`src/design/pcl_pkg.sv`:
```
// Constants, types and helpers for the transceiver configuration block.
// What this block does
// - Writing one to restart bit 9 restarts negotiation at any time.
// - Loss of valid link after negotiation resumes negotiation automatically.
// - Any restart silences data and link pulses for 1500 ms, then sends bursts.
// - After forced strapping, enable bit 12 must be cleared then set.
// - Negotiation should finish within about 2-3 seconds, else it restarts.
// - Automatic crossover defaults on, set by strap or bits 15:14, random seed.
// - Force-crossover bit 14 swaps pairs even with everything else disabled.
// - Automatic crossover does not run in forced speed and duplex mode.
// - Station address straps latch into control bits 4:0 at reset.
// - Strapped address zero isolates; written address zero does not.
// - Without straps the latched station address is 00001.
// - Writing one to isolate bit 10 enters isolate mode.
// - Isolate ignores transmit inputs, floats MII outputs, keeps management.
// - Isolate sends idles or link pulses only; negotiation continues.
// - Indicator mode from bits 6:5 or strap; bit5 mode1, 00 mode2, 10 mode3.
// - Mode 1 link indicator is on for good link, off otherwise.
// - Modes 2 and 3 link indicator is on for link and blinks on activity.
// - Activity indicator shows activity in mode 1, collision in mode 2.
// - Mode 3 activity indicator is on for full duplex, off for half.
// - Speed indicator is active at 100 Mb/s and inactive at 10 Mb/s.
// - 10 Mb/s link after seven link pulses or a packet; loss timer drops it.
// - Each indicator's active level follows its strap: low strap, active high.
// - The basic control register sits at management address 0x00.
package pcl_pkg;

  localparam logic [4:0] REG_BASIC_CTRL = 5'h00;
  localparam logic [4:0] REG_PHY_CTRL = 5'h19;

  localparam int BC_SPEED = 13;
  localparam int BC_AN_EN = 12;
  localparam int BC_ISOLATE = 10;
  localparam int BC_RESTART = 9;
  localparam int BC_DUPLEX = 8;
  localparam int PC_XOVER_AUTO = 15;
  localparam int PC_XOVER_FORCE = 14;
  localparam int PC_LED_HI = 6;
  localparam int PC_LED_LO = 5;
  localparam int PC_ADDR_LSB = 0;

  localparam logic [4:0] STATION_ADDR_DEFAULT = 5'h01;
  localparam logic [1:0] STRAP_SETTLE = 2'h3;
  localparam logic [2:0] LINK_PULSES_LAST = 3'h6;
  localparam logic [7:0] SEED_DEFAULT = 8'hA5;

  localparam int unsigned CLK_KHZ = 100000;
  localparam int unsigned BREAK_LINK_MS = 1500;
  localparam int unsigned NEG_LIMIT_MS = 3000;
  localparam int unsigned LINK_LOSS_MS = 50;
  localparam int unsigned BLINK_MS = 50;
  localparam int unsigned BREAK_LINK_CYC = BREAK_LINK_MS * CLK_KHZ;
  localparam int unsigned NEG_LIMIT_CYC = NEG_LIMIT_MS * CLK_KHZ;
  localparam int unsigned LINK_LOSS_CYC = LINK_LOSS_MS * CLK_KHZ;
  localparam int unsigned BLINK_CYC = BLINK_MS * CLK_KHZ;

  localparam logic [5:0] PREAMBLE_ONES = 6'h20;
  localparam logic [3:0] HDR_LAST = 4'hB;
  localparam logic [3:0] DATA_LAST = 4'hF;
  localparam logic [1:0] OP_READ = 2'h2;
  localparam logic [1:0] OP_WRITE = 2'h1;

  typedef enum logic [1:0] {
    NEG_OFF = 2'b00,
    NEG_BREAK = 2'b01,
    NEG_RUN = 2'b10,
    NEG_DONE = 2'b11
  } pcl_neg_t;

  typedef enum logic [2:0] {
    MG_PRE = 3'b000,
    MG_START = 3'b001,
    MG_HDR = 3'b010,
    MG_TA = 3'b011,
    MG_DATA = 3'b100
  } pcl_mgmt_t;

  typedef enum logic [1:0] {
    LED_MODE1 = 2'b01,
    LED_MODE2 = 2'b10,
    LED_MODE3 = 2'b11
  } pcl_led_mode_t;

  typedef struct packed {
    logic [4:0] addr;
    logic anEn;
    logic an1;
    logic an0;
    logic xoverEn;
    logic ledCfg;
  } pcl_strap_t;

  localparam pcl_strap_t STRAP_DEFAULT = '{STATION_ADDR_DEFAULT, 1'h1,
                                           1'h1, 1'h1, 1'h1, 1'h1};

  typedef struct packed {
    logic sigDetect100;
    logic nlpPulse;
    logic goodPacket;
    logic speed100;
    logic fullDuplex;
    logic txActive;
    logic rxActive;
    logic collision;
    logic negDone;
  } pcl_line_t;

  typedef struct packed {
    logic breakLink;
    logic flpEnable;
    logic negComplete;
    logic forced;
    logic forcedSpeed100;
    logic forcedFull;
    logic xoverSwap;
    logic isolate;
    logic txIgnore;
    logic idleOnly;
  } pcl_ctl_t;

  function automatic pcl_led_mode_t led_mode(input logic [1:0] cfg);
    if (cfg[0]) begin
      return LED_MODE1;
    end
    return cfg[1] ? LED_MODE3 : LED_MODE2;
  endfunction : led_mode

endpackage : pcl_pkg

```
`src/design/pcl_phy_config.sv`:
```
// Negotiation control, crossover, strap capture, isolation and indicators.
`timescale 1ns/10ps
`default_nettype none
module pcl_phy_config #(
  parameter int unsigned BREAK_CYC = pcl_pkg::BREAK_LINK_CYC,
  parameter int unsigned NEG_CYC = pcl_pkg::NEG_LIMIT_CYC,
  parameter int unsigned LOSS_CYC = pcl_pkg::LINK_LOSS_CYC,
  parameter int unsigned BLINK_PERIOD = pcl_pkg::BLINK_CYC
) (
  input wire logic clk_sys,
  input wire logic reset_n,
  input wire logic mdcPin,
  input wire logic mdioIn,
  output logic mdioOut,
  output logic mdioOe_n,
  input wire pcl_pkg::pcl_strap_t strapPins,
  input wire pcl_pkg::pcl_line_t lineStat,
  output pcl_pkg::pcl_ctl_t ctl,
  output logic miiOe_n,
  output logic linkIndicatorOut,
  output logic speedIndicatorOut,
  output logic activityCollisionIndicator
);
  import pcl_pkg::*;

  pcl_strap_t strapS1_r, strapS2_r, strap_r;
  logic [1:0] settle_r;
  logic strapDone_r, strapLoad;
  logic speed_r, anEn_r, isolate_r, restart_r, duplex_r, anArmed_r;
  logic xoverAuto_r, xoverForce_r, strapIsolate_r, xoverSel_r;
  logic [1:0] indicatorModeField_r;
  logic [4:0] stationAddr_r;
  logic wrStrobe, wrBasic, wrPhy, negEnable, linkGood;
  logic [4:0] regAddr;
  logic [15:0] wrData, rdData;
  logic breakExp, negTimeout, lossExp, blinkTick, blinkPhase_r;
  logic [2:0] nlpCount_r;
  logic tenLink_r, activity;
  logic [7:0] lfsr_r;
  pcl_neg_t negState_r, negState_nxt;
  pcl_led_mode_t mode;

  always_ff @(posedge clk_sys) begin
    strapS1_r <= strapPins;
    strapS2_r <= strapS1_r;
  end

  // Straps are taken a few cycles after release, once the synchroniser
  // holds pin levels rather than whatever it saw during reset.
  assign strapLoad = !strapDone_r && (settle_r == STRAP_SETTLE);

  always_ff @(posedge clk_sys) begin
    if (!reset_n) begin
      settle_r <= '0;
      strapDone_r <= 1'b0;
    end else if (!strapDone_r) begin
      settle_r <= settle_r + 1'b1;
      strapDone_r <= strapLoad;
    end
  end

  always_ff @(posedge clk_sys) begin
    if (!reset_n) begin
      strap_r <= STRAP_DEFAULT;
      strapIsolate_r <= 1'b0;
    end else if (strapLoad) begin
      strap_r <= strapS2_r;
      strapIsolate_r <= (strapS2_r.addr == 5'h00);
    end
  end

  pcl_mdio_slave u_mgmt (
    .clk_sys(clk_sys),
    .reset_n(reset_n),
    .mdcPin(mdcPin),
    .mdioIn(mdioIn),
    .myAddr(stationAddr_r),
    .rdData(rdData),
    .mdioOut(mdioOut),
    .mdioOe_n(mdioOe_n),
    .wrStrobe(wrStrobe),
    .regAddr(regAddr),
    .wrData(wrData)
  );

  assign wrBasic = wrStrobe && (regAddr == REG_BASIC_CTRL);
  assign wrPhy = wrStrobe && (regAddr == REG_PHY_CTRL);

  always_ff @(posedge clk_sys) begin
    if (!reset_n) begin
      anEn_r <= 1'b1;
      speed_r <= 1'b1;
      duplex_r <= 1'b1;
      isolate_r <= 1'b0;
      // Nothing negotiates before the straps have been taken.
      anArmed_r <= 1'b0;
    end else if (strapLoad) begin
      anEn_r <= strapS2_r.anEn;
      speed_r <= strapS2_r.an1;
      duplex_r <= strapS2_r.an0;
      anArmed_r <= strapS2_r.anEn;
    end else if (wrBasic) begin
      anEn_r <= wrData[BC_AN_EN];
      speed_r <= wrData[BC_SPEED];
      duplex_r <= wrData[BC_DUPLEX];
      isolate_r <= wrData[BC_ISOLATE];
      // A forced-strapped device only honours enable after a cleared write.
      anArmed_r <= anArmed_r || !wrData[BC_AN_EN];
    end
  end

  // A new restart write wins over the clear of an accepted one.
  always_ff @(posedge clk_sys) begin
    if (!reset_n) begin
      restart_r <= 1'b0;
    end else if (wrBasic && wrData[BC_RESTART]) begin
      restart_r <= 1'b1;
    end else if (negState_r == NEG_BREAK || !negEnable) begin
      restart_r <= 1'b0;
    end
  end

  always_ff @(posedge clk_sys) begin
    if (!reset_n) begin
      xoverAuto_r <= 1'b1;
      xoverForce_r <= 1'b0;
      indicatorModeField_r <= 2'h1;
      stationAddr_r <= STATION_ADDR_DEFAULT;
    end else if (strapLoad) begin
      xoverAuto_r <= strapS2_r.xoverEn;
      indicatorModeField_r <= {1'b0, strapS2_r.ledCfg};
      stationAddr_r <= strapS2_r.addr;
    end else if (wrPhy) begin
      xoverAuto_r <= wrData[PC_XOVER_AUTO];
      xoverForce_r <= wrData[PC_XOVER_FORCE];
      indicatorModeField_r <= wrData[PC_LED_HI:PC_LED_LO];
      stationAddr_r <= wrData[PC_ADDR_LSB+:5];
    end
  end

  always_comb begin
    rdData = '0;
    if (regAddr == REG_BASIC_CTRL) begin
      rdData[BC_SPEED] = speed_r;
      rdData[BC_AN_EN] = anEn_r;
      rdData[BC_ISOLATE] = isolate_r;
      rdData[BC_RESTART] = restart_r;
      rdData[BC_DUPLEX] = duplex_r;
    end else if (regAddr == REG_PHY_CTRL) begin
      rdData[PC_XOVER_AUTO] = xoverAuto_r;
      rdData[PC_XOVER_FORCE] = xoverForce_r;
      rdData[PC_LED_HI:PC_LED_LO] = indicatorModeField_r;
      rdData[PC_ADDR_LSB+:5] = stationAddr_r;
    end
  end

  assign negEnable = anEn_r && anArmed_r;

  pcl_timer #(.LIMIT(BREAK_CYC)) u_break (
    .clk_sys(clk_sys),
    .reset_n(reset_n),
    .restart(negState_r != NEG_BREAK),
    .expired(breakExp)
  );

  pcl_timer #(.LIMIT(NEG_CYC)) u_negLimit (
    .clk_sys(clk_sys),
    .reset_n(reset_n),
    .restart(negState_r != NEG_RUN),
    .expired(negTimeout)
  );

  always_comb begin
    negState_nxt = negState_r;
    unique case (negState_r)
      NEG_OFF: if (negEnable) negState_nxt = NEG_BREAK;
      NEG_BREAK: if (breakExp) negState_nxt = NEG_RUN;
      NEG_RUN: begin
        if (restart_r || negTimeout) begin
          negState_nxt = NEG_BREAK;
        end else if (lineStat.negDone) begin
          negState_nxt = NEG_DONE;
        end
      end
      NEG_DONE: if (restart_r || !linkGood) negState_nxt = NEG_BREAK;
    endcase
    if (!negEnable) begin
      negState_nxt = NEG_OFF;
    end
  end

  always_ff @(posedge clk_sys) begin
    if (!reset_n) begin
      negState_r <= NEG_OFF;
    end else begin
      negState_r <= negState_nxt;
    end
  end

  // Ten-megabit link needs an unbroken run of pulses; a gap longer than
  // the loss timer both drops the link and restarts the run.
  pcl_timer #(.LIMIT(LOSS_CYC)) u_loss (
    .clk_sys(clk_sys),
    .reset_n(reset_n),
    .restart(lineStat.nlpPulse || lineStat.goodPacket),
    .expired(lossExp)
  );

  always_ff @(posedge clk_sys) begin
    if (!reset_n) begin
      nlpCount_r <= '0;
      tenLink_r <= 1'b0;
    end else if (lineStat.goodPacket) begin
      tenLink_r <= 1'b1;
    end else if (lineStat.nlpPulse) begin
      if (nlpCount_r == LINK_PULSES_LAST) begin
        tenLink_r <= 1'b1;
      end else begin
        nlpCount_r <= nlpCount_r + 1'b1;
      end
    end else if (lossExp) begin
      nlpCount_r <= '0;
      tenLink_r <= 1'b0;
    end
  end

  assign linkGood = lineStat.speed100 ? lineStat.sigDetect100 : tenLink_r;

  pcl_timer #(.LIMIT(BLINK_PERIOD)) u_blink (
    .clk_sys(clk_sys),
    .reset_n(reset_n),
    .restart(blinkTick),
    .expired(blinkTick)
  );

  always_ff @(posedge clk_sys) begin
    if (!reset_n) begin
      lfsr_r <= SEED_DEFAULT;
    end else begin
      lfsr_r <= {lfsr_r[6:0], lfsr_r[7] ^ lfsr_r[5] ^ lfsr_r[4] ^ lfsr_r[3]};
    end
  end

  // Crossover retries on each blink tick with a random pair choice so two auto ends cannot lock step.
  always_ff @(posedge clk_sys) begin
    if (!reset_n) begin
      xoverSel_r <= 1'b0;
    end else if (xoverForce_r) begin
      xoverSel_r <= 1'b1;
    end else if (!negEnable || !xoverAuto_r) begin
      xoverSel_r <= 1'b0;
    end else if (!linkGood && blinkTick) begin
      xoverSel_r <= lfsr_r[0];
    end
  end

  always_comb begin
    ctl.breakLink = (negState_r == NEG_BREAK);
    ctl.flpEnable = (negState_r == NEG_RUN);
    ctl.negComplete = (negState_r == NEG_DONE);
    ctl.forced = !negEnable;
    ctl.forcedSpeed100 = speed_r;
    ctl.forcedFull = duplex_r;
    ctl.xoverSwap = xoverSel_r;
    ctl.isolate = isolate_r || strapIsolate_r;
    ctl.txIgnore = ctl.isolate;
    ctl.idleOnly = ctl.isolate;
  end

  assign miiOe_n = ctl.isolate;

  assign activity = lineStat.txActive || lineStat.rxActive;
  assign mode = led_mode(indicatorModeField_r);

  always_ff @(posedge clk_sys) begin
    if (!reset_n) begin
      blinkPhase_r <= 1'b0;
    end else if (blinkTick) begin
      blinkPhase_r <= !blinkPhase_r;
    end
  end

  // A strap pulled high turns its indicator into an active-low driver.
  always_ff @(posedge clk_sys) begin
    if (!reset_n) begin
      linkIndicatorOut <= 1'b0;
      speedIndicatorOut <= 1'b0;
      activityCollisionIndicator <= 1'b0;
    end else begin
      speedIndicatorOut <= lineStat.speed100 ^ strap_r.an1;
      unique case (mode)
        LED_MODE1: begin
          linkIndicatorOut <= linkGood ^ strap_r.an0;
          activityCollisionIndicator <= activity ^ strap_r.anEn;
        end
        LED_MODE2: begin
          linkIndicatorOut <= (linkGood && !(activity && blinkPhase_r))
                              ^ strap_r.an0;
          activityCollisionIndicator <= (lineStat.collision
                                         && !lineStat.fullDuplex)
                                        ^ strap_r.anEn;
        end
        LED_MODE3: begin
          linkIndicatorOut <= (linkGood && !(activity && blinkPhase_r))
                              ^ strap_r.an0;
          activityCollisionIndicator <= lineStat.fullDuplex
                                        ^ strap_r.anEn;
        end
        default: begin
          linkIndicatorOut <= strap_r.an0;
          activityCollisionIndicator <= strap_r.anEn;
        end
      endcase
    end
  end

  a_restart_breaks:
    assert property (@(posedge clk_sys) disable iff (!reset_n)
      (negState_r == NEG_DONE && negEnable && restart_r)
      |=> negState_r == NEG_BREAK)
    else $error("Restart did not start the link break.");

  a_loss_renegotiate:
    assert property (@(posedge clk_sys) disable iff (!reset_n)
      (negState_r == NEG_DONE && negEnable && !linkGood)
      |=> ctl.breakLink && !ctl.flpEnable)
    else $error("Link loss did not resume negotiation.");

  a_break_holds:
    assert property (@(posedge clk_sys) disable iff (!reset_n)
      (negState_r == NEG_BREAK && negEnable && !breakExp)
      |=> negState_r == NEG_BREAK)
    else $error("Link break ended before its timer.");

  a_enable_armed:
    assert property (@(posedge clk_sys) disable iff (!reset_n)
      !anArmed_r |=> negState_r == NEG_OFF)
    else $error("Negotiation ran before enable was cleared.");

  a_neg_limit:
    assert property (@(posedge clk_sys) disable iff (!reset_n)
      (negState_r == NEG_RUN && negTimeout) |=> negState_r != NEG_RUN)
    else $error("Negotiation outlived its time limit.");

  a_force_swap:
    assert property (@(posedge clk_sys) disable iff (!reset_n)
      xoverForce_r |=> ctl.xoverSwap)
    else $error("Forced crossover did not swap pairs.");

  a_forced_no_auto:
    assert property (@(posedge clk_sys) disable iff (!reset_n)
      (!negEnable && !xoverForce_r) |=> !ctl.xoverSwap)
    else $error("Automatic crossover ran in forced mode.");

  a_written_addr_zero:
    assert property (@(posedge clk_sys) disable iff (!reset_n)
      (strapDone_r && wrPhy && !ctl.isolate) |=> !ctl.isolate)
    else $error("Address write changed strapped isolation.");

  a_speed_indicator:
    assert property (@(posedge clk_sys) disable iff (!reset_n)
      strapDone_r |=> speedIndicatorOut
        == ($past(lineStat.speed100) ^ strap_r.an1))
    else $error("Speed indicator does not follow the rate.");

  a_seven_pulses:
    assert property (@(posedge clk_sys) disable iff (!reset_n)
      (nlpCount_r == LINK_PULSES_LAST && lineStat.nlpPulse) |=> tenLink_r)
    else $error("Seventh link pulse did not raise the link.");

  a_restart_clears:
    assert property (@(posedge clk_sys) disable iff (!reset_n)
      (negState_r == NEG_BREAK && !wrBasic) |=> !restart_r)
    else $error("Restart bit did not clear itself.");

endmodule : pcl_phy_config
`default_nettype wire

```
`src/design/pcl_timer.sv`:
```
// Restartable up-counter that flags when a fixed cycle count has elapsed.
`timescale 1ns/10ps
`default_nettype none
module pcl_timer #(
  parameter int unsigned LIMIT = 16
) (
  input wire logic clk_sys,
  input wire logic reset_n,
  input wire logic restart,
  output logic expired
);
  localparam int W = $clog2(LIMIT + 1);
  localparam logic [W-1:0] LAST = W'(LIMIT);

  logic [W-1:0] count_r;

  // The count holds at its end so a late reader still sees the expiry.
  always_ff @(posedge clk_sys) begin
    if (!reset_n || restart) begin
      count_r <= '0;
    end else if (count_r != LAST) begin
      count_r <= count_r + 1'b1;
    end
  end

  assign expired = (count_r == LAST);

endmodule : pcl_timer
`default_nettype wire

```
`src/design/pcl_mdio_slave.sv`:
```
// Serial management frame receiver and read-data driver.
`timescale 1ns/10ps
`default_nettype none
module pcl_mdio_slave (
  input wire logic clk_sys,
  input wire logic reset_n,
  input wire logic mdcPin,
  input wire logic mdioIn,
  input wire logic [4:0] myAddr,
  input wire logic [15:0] rdData,
  output logic mdioOut,
  output logic mdioOe_n,
  output logic wrStrobe,
  output logic [4:0] regAddr,
  output logic [15:0] wrData
);
  import pcl_pkg::*;

  logic mdcS1_r, mdcS2_r, mdcS3_r, mdioS1_r, mdioS2_r;
  logic mdcRise, bitIn, reading_r;
  logic [5:0] ones_r;
  logic [3:0] cnt_r;
  logic [11:0] hdr_r;
  logic [11:0] hdrNow;
  logic [15:0] shift_r;
  pcl_mgmt_t state_r;

  always_ff @(posedge clk_sys) begin
    mdcS1_r <= mdcPin;
    mdcS2_r <= mdcS1_r;
    mdcS3_r <= mdcS2_r;
    mdioS1_r <= mdioIn;
    mdioS2_r <= mdioS1_r;
  end

  assign mdcRise = mdcS2_r && !mdcS3_r;
  assign bitIn = mdioS2_r;
  assign hdrNow = {hdr_r[10:0], bitIn};

  // Every transaction is decoded in isolate mode too.
  always_ff @(posedge clk_sys) begin
    wrStrobe <= 1'b0;
    if (!reset_n) begin
      state_r <= MG_PRE;
      ones_r <= '0;
      cnt_r <= '0;
      hdr_r <= '0;
      shift_r <= '0;
      reading_r <= 1'b0;
      mdioOut <= 1'b1;
      mdioOe_n <= 1'b1;
      regAddr <= '0;
      wrData <= '0;
    end else if (mdcRise) begin
      unique case (state_r)
        MG_PRE: begin
          if (bitIn) begin
            ones_r <= (ones_r == PREAMBLE_ONES) ? ones_r : ones_r + 1'b1;
          end else begin
            ones_r <= '0;
            if (ones_r == PREAMBLE_ONES) begin
              state_r <= MG_START;
            end
          end
        end
        MG_START: begin
          cnt_r <= '0;
          state_r <= bitIn ? MG_HDR : MG_PRE;
        end
        MG_HDR: begin
          hdr_r <= hdrNow;
          cnt_r <= cnt_r + 1'b1;
          if (cnt_r == HDR_LAST) begin
            cnt_r <= '0;
            regAddr <= hdrNow[4:0];
            // Another device on the shared bus owns other addresses.
            if (hdrNow[9:5] != myAddr) begin
              state_r <= MG_PRE;
            end else if (hdrNow[11:10] == OP_READ) begin
              reading_r <= 1'b1;
              state_r <= MG_TA;
            end else if (hdrNow[11:10] == OP_WRITE) begin
              reading_r <= 1'b0;
              state_r <= MG_TA;
            end else begin
              state_r <= MG_PRE;
            end
          end
        end
        MG_TA: begin
          cnt_r <= cnt_r + 1'b1;
          if (cnt_r == 4'h0) begin
            mdioOut <= 1'b0;
            mdioOe_n <= !reading_r;
          end else begin
            cnt_r <= '0;
            mdioOut <= rdData[15];
            shift_r <= {rdData[14:0], 1'b0};
            state_r <= MG_DATA;
          end
        end
        MG_DATA: begin
          cnt_r <= cnt_r + 1'b1;
          if (reading_r) begin
            mdioOut <= shift_r[15];
            shift_r <= {shift_r[14:0], 1'b0};
          end else begin
            shift_r <= {shift_r[14:0], bitIn};
          end
          if (cnt_r == DATA_LAST) begin
            mdioOe_n <= 1'b1;
            mdioOut <= 1'b1;
            ones_r <= '0;
            state_r <= MG_PRE;
            wrStrobe <= !reading_r;
            wrData <= {shift_r[14:0], bitIn};
          end
        end
        default: begin
          state_r <= MG_PRE;
        end
      endcase
    end
  end

endmodule : pcl_mdio_slave
`default_nettype wire

```
`config.mk`:
```
export PLATFORM = sky130hd
export DESIGN_NAME = pcl_phy_config
export DESIGN_NICKNAME = d
export VERILOG_FILES = /design/src/design/pcl_pkg.sv /design/src/design/pcl_phy_config.sv /design/src/design/pcl_timer.sv /design/src/design/pcl_mdio_slave.sv
export SDC_FILE = /design/constraint.sdc
export NUM_CORES = 1
export LEC_CHECK = 0
export ABC_AREA = 1
export BUFFER_PORTS_ARGS = -buffer_cell sky130_fd_sc_hd__buf_4
export CAP_MARGIN = 30
export CORE_MARGIN = 4
export CORE_UTILIZATION = 46
export CTS_CLUSTER_DIAMETER = 80
export CTS_CLUSTER_SIZE = 24
export DETAILED_ROUTE_END_ITERATION = 10
export PLACE_DENSITY = 0.7
export SLEW_MARGIN = 0
export SYNTH_ARGS = -nofsm -noshare
export SYNTH_HDL_FRONTEND = slang
export SYNTH_SLANG_ARGS = --single-unit
```
`constraint.sdc`:
```
create_clock -name clk_sys -period 2.2 [get_ports clk_sys]
set_input_delay 0.33 -clock clk_sys [delete_from_list [all_inputs] [get_ports clk_sys]]
set_output_delay 0.33 -clock clk_sys [all_outputs]
set_load 0.02 [all_outputs]
```
Yosys cells after proc, flatten, opt, wreduce, memory -nomap -nowiden

Index checks and enable logic that the tools add are counted.

Add/sub/neg operators: 8
Eq/ne operators: 42
Mux-type cells: 74
Bitwise gates (word level): 13
Reduce and logical (&&, ||, !) cells: 67

Operators with widths:

| operator                                                        | number |
|---|---|
| 23-bit by 1-bit adder with 23-bit output, second input constant | 2 |
| 23-bit equality test, second input constant                     | 2 |
| 23-bit != test, second input constant                           | 2 |
| 1-bit 2-to-1 mux                                                | 33 |
| 3-bit 2-to-1 mux                                                | 11 |
| 16-bit one-hot mux with 2 select lines                          | 1 |
| 29-bit by 1-bit adder with 29-bit output, second input constant | 1 |
| 29-bit equality test, second input constant                     | 1 |
| 29-bit != test, second input constant                           | 1 |
| 28-bit by 1-bit adder with 28-bit output, second input constant | 1 |
| 28-bit equality test, second input constant                     | 1 |
| 28-bit != test, second input constant                           | 1 |
| 2-bit 2-to-1 mux                                                | 11 |
| 6-bit 2-to-1 mux                                                | 3 |
| 3-bit AND reduction                                             | 6 |
| 16-bit 2-to-1 mux                                               | 1 |
| 4-bit one-hot mux with 4 select lines                           | 1 |
| 3-bit one-hot mux with 5 select lines                           | 1 |
| 7-bit 2-to-1 mux                                                | 2 |
| 2-bit by 1-bit != test with 1-bit output, second input constant | 7 |
| 2-bit nonzero test                                              | 7 |
| 2-bit equality test, second input constant                      | 6 |
| 1-bit logical OR                                                | 12 |
| 6-bit one-hot mux with 2 select lines                           | 1 |
| other kinds (36)                                                | 89 |

Register bits after elaboration: 234
Output and inout port bits: 16

Longest topological paths before layout

Gate-level depths: netlist of run 1.

Depth after elaboration: 6
Gate-level depth with buffers: 12
Depth with buffers taken out: 12

Hierarchy

Synthesis of run 1 repeated with hierarchy kept, for this count alone.

Cells, all modules: 1766
Area total of the unflattened synthesis: 11803.8 µm²

Modules (own cells, without submodules):

| module                  | instances | cells an instance | area an instance (µm²) | seq. area each (µm²) |
|---|---|---|---|---|
| pcl_mdio_slave          | 1         | 415               | 3049.2                 | 1401.3 |
| pcl_timer (u_blink ...) | 2         | 214               | 1355.0                 | 460.4 |
| pcl_phy_config          | 1         | 326               | 2533.7                 | 1221.2 |
| pcl_timer (u_negLimit)  | 1         | 306               | 1819.2                 | 580.6 |
| pcl_timer (u_break)     | 1         | 291               | 1691.6                 | 560.5 |

Least setup slack after synthesis of run 1

Ideal clock, no wire load.

Kind: reg2reg
Start point: register u_loss.count_r[0]
End point: register u_loss.count_r[16]
Data arrival time: 1436 ps
Path slack: 632 ps
Stages on the path, launching flop included: 11
Path through: dfxtp_1 > ha_1 > nand3_1 > nor2_1 > inv_2 > nor2_1 > inv_1 > nor2_2 > inv_1 > nor3_1 > nor3_1

Longest elaborated chain between the ends: 1

RTL lines:

| item                                                                              | RTL line                         | RTL |
|---|---|---|
| from (decl)                                                                       | pcl_timer.sv:15                  | `logic [W-1:0] count_r;` |
| from (signal assigned)                                                            | pcl_timer.sv:22                  | `count_r <= count_r + 1'b1;` |
| 23-bit by 1-bit adder with 23-bit output / 23-bit != test (equally long branches) | pcl_timer.sv:22, pcl_timer.sv:21 |  |

Parallel ways exist; a longest one is shown, timed or not.
A chain may end at the register's enable or synchronous reset.

Worst setup path after layout of run 1

Start point: register u_loss.count_r[0]
End point: register u_loss.count_r[20]

The elaborated chain is that of the path after synthesis.

==> results.md, run 1 <==
* Outcome: finished clean
* Crit Path Max Fanout at 5
* Die area at 25,000 um2
* Pwr Density at about 650 nW/um2
* Average wire per standard cell at 12.3 um
* RR Endpoint: u_loss.count_r[20]
* I/O Pins at 39
* Hold-fix buffers, CTS at 12
* RSZ-0062 raised after global routing: no
* Max Slew Vio Count at 0
* Distinct cells, synth at 49
* Ant diodes at 0
* Critical-path cell list: ha_1, nand3_1, nor2_1, inv_2, nor2_1, inv_1, nor2_2, nand3_1, o21ai_0, a21oi_1
* Synth Register Bits at 232
* # H-tree levels at 1
* PnR Total Power at 7.45 mW
* CP required at 2560 ps
* Post-layout nets at 1,505
* EDFF count, synth at 0
* Sequential share of the synthesized area at 0.449
* CTS tree: done
* Core area at 22,000 um2
* Num CTS Buffers at 14
* Final Hold Vio Count at 0
* Via count at 8,876
* Final instance area at 11,500 um2
* Tcrit/Tclk final at 0.801
* Vias in the first global route at 8,171
* IO buf count at 38
* Setup Fix Bufs, Post-CTS at 0
* Max incr delay on CP at roughly 390 ps
* Fmax at 0.568 GHz
* Wire length of the first global-routing pass at 37,100 um
* Grt ovf at 0
* Dpl cell area at 10,900 um2
* Worst hold path depth at 3
* Most common cell after layout, fill and taps aside: nand2_1
* DR top layer: met4
* Drt drc at 0
* Max stage delay cell, worst path: dfxtp_1
* Overall routing resource usage at 0.174
* Max Cap Violations at 0
* Chip width at 158 um
* Clk_skew at 12.1 ps
* Worst skew pair latency at between 400 and 500 ps
* Root Driver: clkbuf_16
* Hold_sp: lineStat[5]
* Area grow syn2layout at 10.8%
* Area contributors post-synth: dfxtp_1 (45%), nand2_1 (8.6%), inv_1 (7.1%)
* Area leader, netlist: dfxtp_1
* Met1 wire length at between 10,000 and 15,000 um
* Rel. slew slack at 0.629
* Post-CTS sizing at 0
* Min-Delay Path Class: in2reg
* Remaining antenna violation count at 0
* Syn Area/Cell at roughly 7.3 um2
* Yosys top cell area share at 0.449
* Layout cells sized above 1 at 0.0879
* Clock Path Buffers at 3
* WL final at 21,500 um
* Commonest non-fill, non-tap cells in the layout: nand2_1 (236), dfxtp_1 (232), inv_1 (197), nor2_1 (169), a21oi_1 (131)
* Worst setup SP type: register
* FFs w/ async S/R, synth at 0
* Setup TNS at 0 ps
* Worst r2r path cells at 10
* Gp weighted congestion at 0.858
* Initial Util at 0.471
* Post-Syn Instances at 1,416
* Initial antenna violation count at 0
* Hpwl dp at 15,600 um
* Clock Sinks at around 230
* Clock-pin slew on the worst setup and hold paths at roughly 90 ps
* Vias per cell at 5.08
* Least-Margin Pin Slew at 552 ps
* Initial DRC Count at 572
* WHS Endpoint: speedIndicatorOut
* Cell leakage power at 4.33 nW
* Drt pass-1 iters at 5
* Final hold slack at 107 ps
* Final setup violation count at 0
* Die Ht at 158 um
* Syn. warnings at 0
* Metal2 WL at 9780 um
* Rows at 54
* Cell Area, Synth at between 10,000 and 15,000 um2
* DR WL met3 at just over 900 um
* Mapped Nets at 1,459
* Setup crit end kind: register
* Crit Path Category: reg2reg
* RR Startpoint: u_loss.count_r[0]
* Top FF cell, synth: dfxtp_1
* Worst vdd ir at 0.563 mV
* Final min period at 1760 ps
* Reg2Reg Setup Slack at 440 ps
* Crit path DAT at between 2000 and 2500 ps
* Largest net degree at the start of global routing at 50
state kept, by name (all words and copies together), names as in the netlist, 3 cells and up:
name / count
strap_r: 3
u_loss.count_r: 23
u_negLimit.count_r: 29
u_mgmt.shift_r: 16
u_mgmt.regAddr: 5
u_mgmt.wrData: 14
strapS2_r: 10
u_mgmt.ones_r: 6
u_mgmt.cnt_r: 4
stationAddr_r: 5
u_blink.count_r: 23
strapS1_r: 10
lfsr_r: 8
nlpCount_r: 3
u_mgmt.hdr_r: 11
u_break.count_r: 28
u_mgmt.state_r: 3
synthesized netlist by cell type (8+ instances only):
cell,n
xor2_1,16
nand3_1,75
a31oi_1,14
nor3_1,53
inv_1,197
nor2_1,169
clkbuf_1,16
nand4_1,22
o21ai_0,109
nand2_1,236
buf_4,10
dfxtp_1,232
ha_1,20
nor2_2,15
or2_2,8
nor2_4,9
a21oi_1,131
worst max path at each step:
stage | start | endpoint | slack, ps | depth (start not counted)
6_report | u_loss.count_r[0] | u_loss.count_r[20] | 440 | 10
5_1_grt | u_loss.count_r[0] | u_loss.count_r[16] | 190 | 10
4_1_cts | negState_r[1] | ctl[9] | 420 | 4
3_5_place_dp | u_loss.count_r[0] | u_loss.count_r[16] | 470 | 10
3_3_place_gp | u_blink.count_r[16] | u_blink.count_r[21] | 490 | 7
2_1_floorplan | u_loss.count_r[0] | u_loss.count_r[16] | 630 | 10
critical path, delay by kind of cell (launching register included):
family                     cells  cell delay [ps]
AOI/OAI and AO/OA              2              220
adders and majority gates      1              200
buffers and inverters          2              170
DFF                            1              390
and+or+nand+nor                5              670
logic make-up after synthesis:
| group | Yosys count | share of synthesized area |
|---|---|---|
| AO/OA/AOI/OAI | 283 | 0.144 |
| XOR/XNOR | 22 | 0.0186 |
| adder cells (fa/ha/maj) | 20 | 0.0242 |
| buffers and inverters | 239 | 0.0915 |
| flip-flops | 232 | 0.449 |
| AND/OR/NAND/NOR | 620 | 0.273 |
metrics by stage:
| step | utilization | setup slack (ps) | std cells |
|---|---|---|---|
| floorplan | - | 632 | 1416 |
| global placement | 0.497 | 493 | 1714 |
| detailed placement | 0.497 | 472 | 1714 |
| CTS | 0.522 | 419 | 1748 |
| global route | 0.522 | 185 | 1748 |
| finish | 0.522 | 439 | 1748 |
report_power, final:
group | internal (mW) | switching, mW | leakage (nW) | total (mW)
logic | 0.150 | 0.216 | 2.23 | 0.366
clock network | 1.37 | 1.37 | 0.216 | 2.74
registers | 4.28 | 0.0552 | 1.88 | 4.34
total | 5.80 | 1.64 | 4.33 | 7.45
area by class of cell:
cell class                 count  area, um2
inverter                     205        769
clock inverter                 6       57.6
multi-input combinational    945       4760
tap                          280        350
sequential                   232       4640
fill                        2078      10500
timing repair buffer          64        510
clock buffer                  16        379
metal layers:
layer / up-vias / track usage
met1: 4026 / 0.236
met4: 0 / 0.0410
li1: 4680 / -
met3: 27 / 0.0224
met2: 143 / 0.296
met5: - / 0
No activity file was read; power rests on OpenSTA's default activity.
==> inputs of run 2 (changes only) <==
- PLACE_DENSITY: 0.7 -> 0.73
- clock period: 2.2 -> 1.51 ns (I/O delays scaled with it)
==> run 2 against run 1 <==
The flow now finishes with violations (negative setup slack). Cell count up 6.9%. Highest routed layer unchanged. Fmax up 8.9%. Combinational power up 94%. Utilization up 9.6 points. Routed wire length up 17%. Critical endpoint is now blinkPhase_r.
==> results.md, run 2 (same netlist as run 1, synthesis figures left out) <==
* Ant diodes at 0 (unchanged)
* Crit Path Max Fanout at 3 (-2)
* Core area at 22,000 um2 (unchanged)
* Wire length of the first global-routing pass at 39,700 um (+6.9%)
* Placed insts at 1,793 (+4.6%)
* Clock Sinks at 232 (unchanged)
* Vias in the first global route at 8,744 (+7.0%)
* Root Driver: clkbuf_16
* Average wire per standard cell at 13.4 um (+9.4%)
* I/O Pins at 39 (unchanged)
* Setup TNS at -1470 ps (-1470 ps)
* Chip width at 158 um (unchanged)
* Cell leakage power at 5.22 nW (+20%)
* Max Slew Vio Count at 0 (unchanged)
* Overall routing resource usage at 0.185 (+0.0117)
* Final Hold Vio Count at 0 (unchanged)
* Final min period at 1620 ps (-145 ps)
* Drt drc at 0 (unchanged)
* Fmax at 0.619 GHz (+8.9%)
* Setup crit end kind: register
* Clock-pin slew on the worst setup and hold paths at 90 ps (about the same)
* Worst vdd ir at 0.822 mV (+46%)
* Failing checks: negative setup slack
* Tcrit/Tclk final at 1.07 (+0.270)
* # H-tree levels at 1 (unchanged)
* WL final at 25,100 um (+17%)
* Clock Path Buffers at 3 (unchanged)
* Area grow syn2layout at 31.1%
* Top Registers: u_negLimit.count_r x29, u_break.count_r x28
* CTS tree: done
* Post-layout nets at 1,625 (+8.0%)
* PnR Total Power at 11.2 mW (+51%)
* Layout cells sized above 1 at 0.283 (+0.196)
* Gp weighted congestion at 0.865 (+0.78%)
* Worst setup SP type: register
* Biggest register: u_negLimit.count_r
* Remaining antenna violation count at 0 (unchanged)
* Rel. slew slack at 0.692 (+0.0635)
* Outcome: finished, violations left
* Drt pass-1 iters at 7 (+2)
* Worst skew pair latency at 480 ps (about the same)
* IO buf count at 38 (unchanged)
* Rows at 54 (unchanged)
* Via count at 9,689 (+9.2%)
* Least-Margin Pin Slew at 461 ps (-90.7 ps)
* Initial Util at 0.471 (unchanged)
* Min-Delay Path Class: in2reg
* Final Util at 0.618 (+0.0958)
* Grt ovf at 0 (unchanged)
* Die Ht at 158 um (unchanged)
* CP required at 1940 ps (-620 ps)
* Most common cell after layout, fill and taps aside: dfxtp_1
* Hpwl dp at 16,200 um (+4.0%)
* Commonest non-fill, non-tap cells in the layout: dfxtp_1 (204), nand2_1 (202), inv_1 (171), buf_4 (141), nor2_1 (137)
* Initial DRC Count at 611 (+6.8%)
* Num CTS Buffers at 14 (unchanged)
* Worst setup margin at -106 ps (-545 ps)
* Pwr Density at 826 nW/um2 (+27%)
* Crit Path Category: reg2reg
* RSZ-0062 raised after global routing: yes
* Die area at 25,000 um2 (unchanged)
* Largest net degree at the start of global routing at 47 (-6.0%)
* Max Cap Violations at 0 (unchanged)
* Largest register FFs at 29 (unchanged)
* Final setup violation count at 35 (+35)
* Crit path DAT at 2040 ps (-80 ps)
* Finished Layout Cells at 1,868 (+6.9%)
* Initial antenna violation count at 0 (unchanged)
* Vias per cell at 5.19 (+2.1%)
* Clk_skew at 15.2 ps (+3.12 ps)
-- run 2: cell types whose count changed in the layout (fill, tap and decap cells not counted), moves of 15 or more --
cell / delta
dfxtp_2: +16
o21ai_1: +35
inv_2: +15
o21ai_0: -45
nand3_1: -22
nand2_1: -34
nand3_2: +15
nor2_4: +22
dfxtp_1: -28
buf_6: +24
buf_4: +89
nand2_2: +25
inv_1: -26
nor2_1: -32
-- run 2: worst paths after layout --
path | slack (ps) | from | cells after the start | endpoint
setup / recovery | -110 | u_blink.count_r[0] | 10 | blinkPhase_r
hold / removal | 20 | lineStat[5] | 3 | speedIndicatorOut
setup reg to reg | -110 | u_blink.count_r[0] | 10 | blinkPhase_r
hold reg to reg | 330 | strapS1_r[1] | 0 | strapS2_r[1]
-- run 2: what timing repair did --
item | CTS | global route
hold buffers | 12 | 0
buffers inserted | 8 | 30
setup endpoints to repair | 80 | 147
pin swaps | 40 | 90
gates cloned | 1 | 2
resized for setup | 95 | 258
endpoints found under the hold margin | 12 | 0
-- run 2: power breakdown --
group	leakage [nW]	switching, mW	internal [mW]
Sequential	1.90	0.0872	6.23
Combinational	3.09	0.384	0.325
Clock	0.223	2.11	2.07
-- run 2: per-stage QoR --
stage	worst slack [ps]	area, um2	hold slack, ps
floorplan	0.197	10400	254
global placement	-60.2	11600	311
detailed placement	-135	11600	312
CTS	-80.1	12500	23.0
global route	-174	13600	26.3
finish	-106	13600	24.3
-- run 2: final cells by class --
class	instances	area (um2)
fillers	1753	8390
multi-input cells	947	5710
flip-flops and latches	232	4710
repair buffers	182	1540
inverters	205	805
clock buffers	18	397
well taps	280	350
clock inverters	4	58.8
-- run 2: per-layer routing --
metal / GRT usage / vias to the layer above / wire, um
li1: - / 4947 / -
met3: 0.0227 / 39 / 1040
met4: 0.0398 / 0 / 479
met5: 0 / - / 0
met2: 0.322 / 203 / 12500
met1: 0.249 / 4500 / 11100
-- run 2: critical path, stage by stage (launching register included) --
cell and delay, ps:
dfxtp_4 370, buf_6 120, buf_6 110, inv_4 50, ha_4 120, nand2_2 50, nor2_2 120, nand3_2 130
buf_6 150, or2_0 190, a21oi_1 130
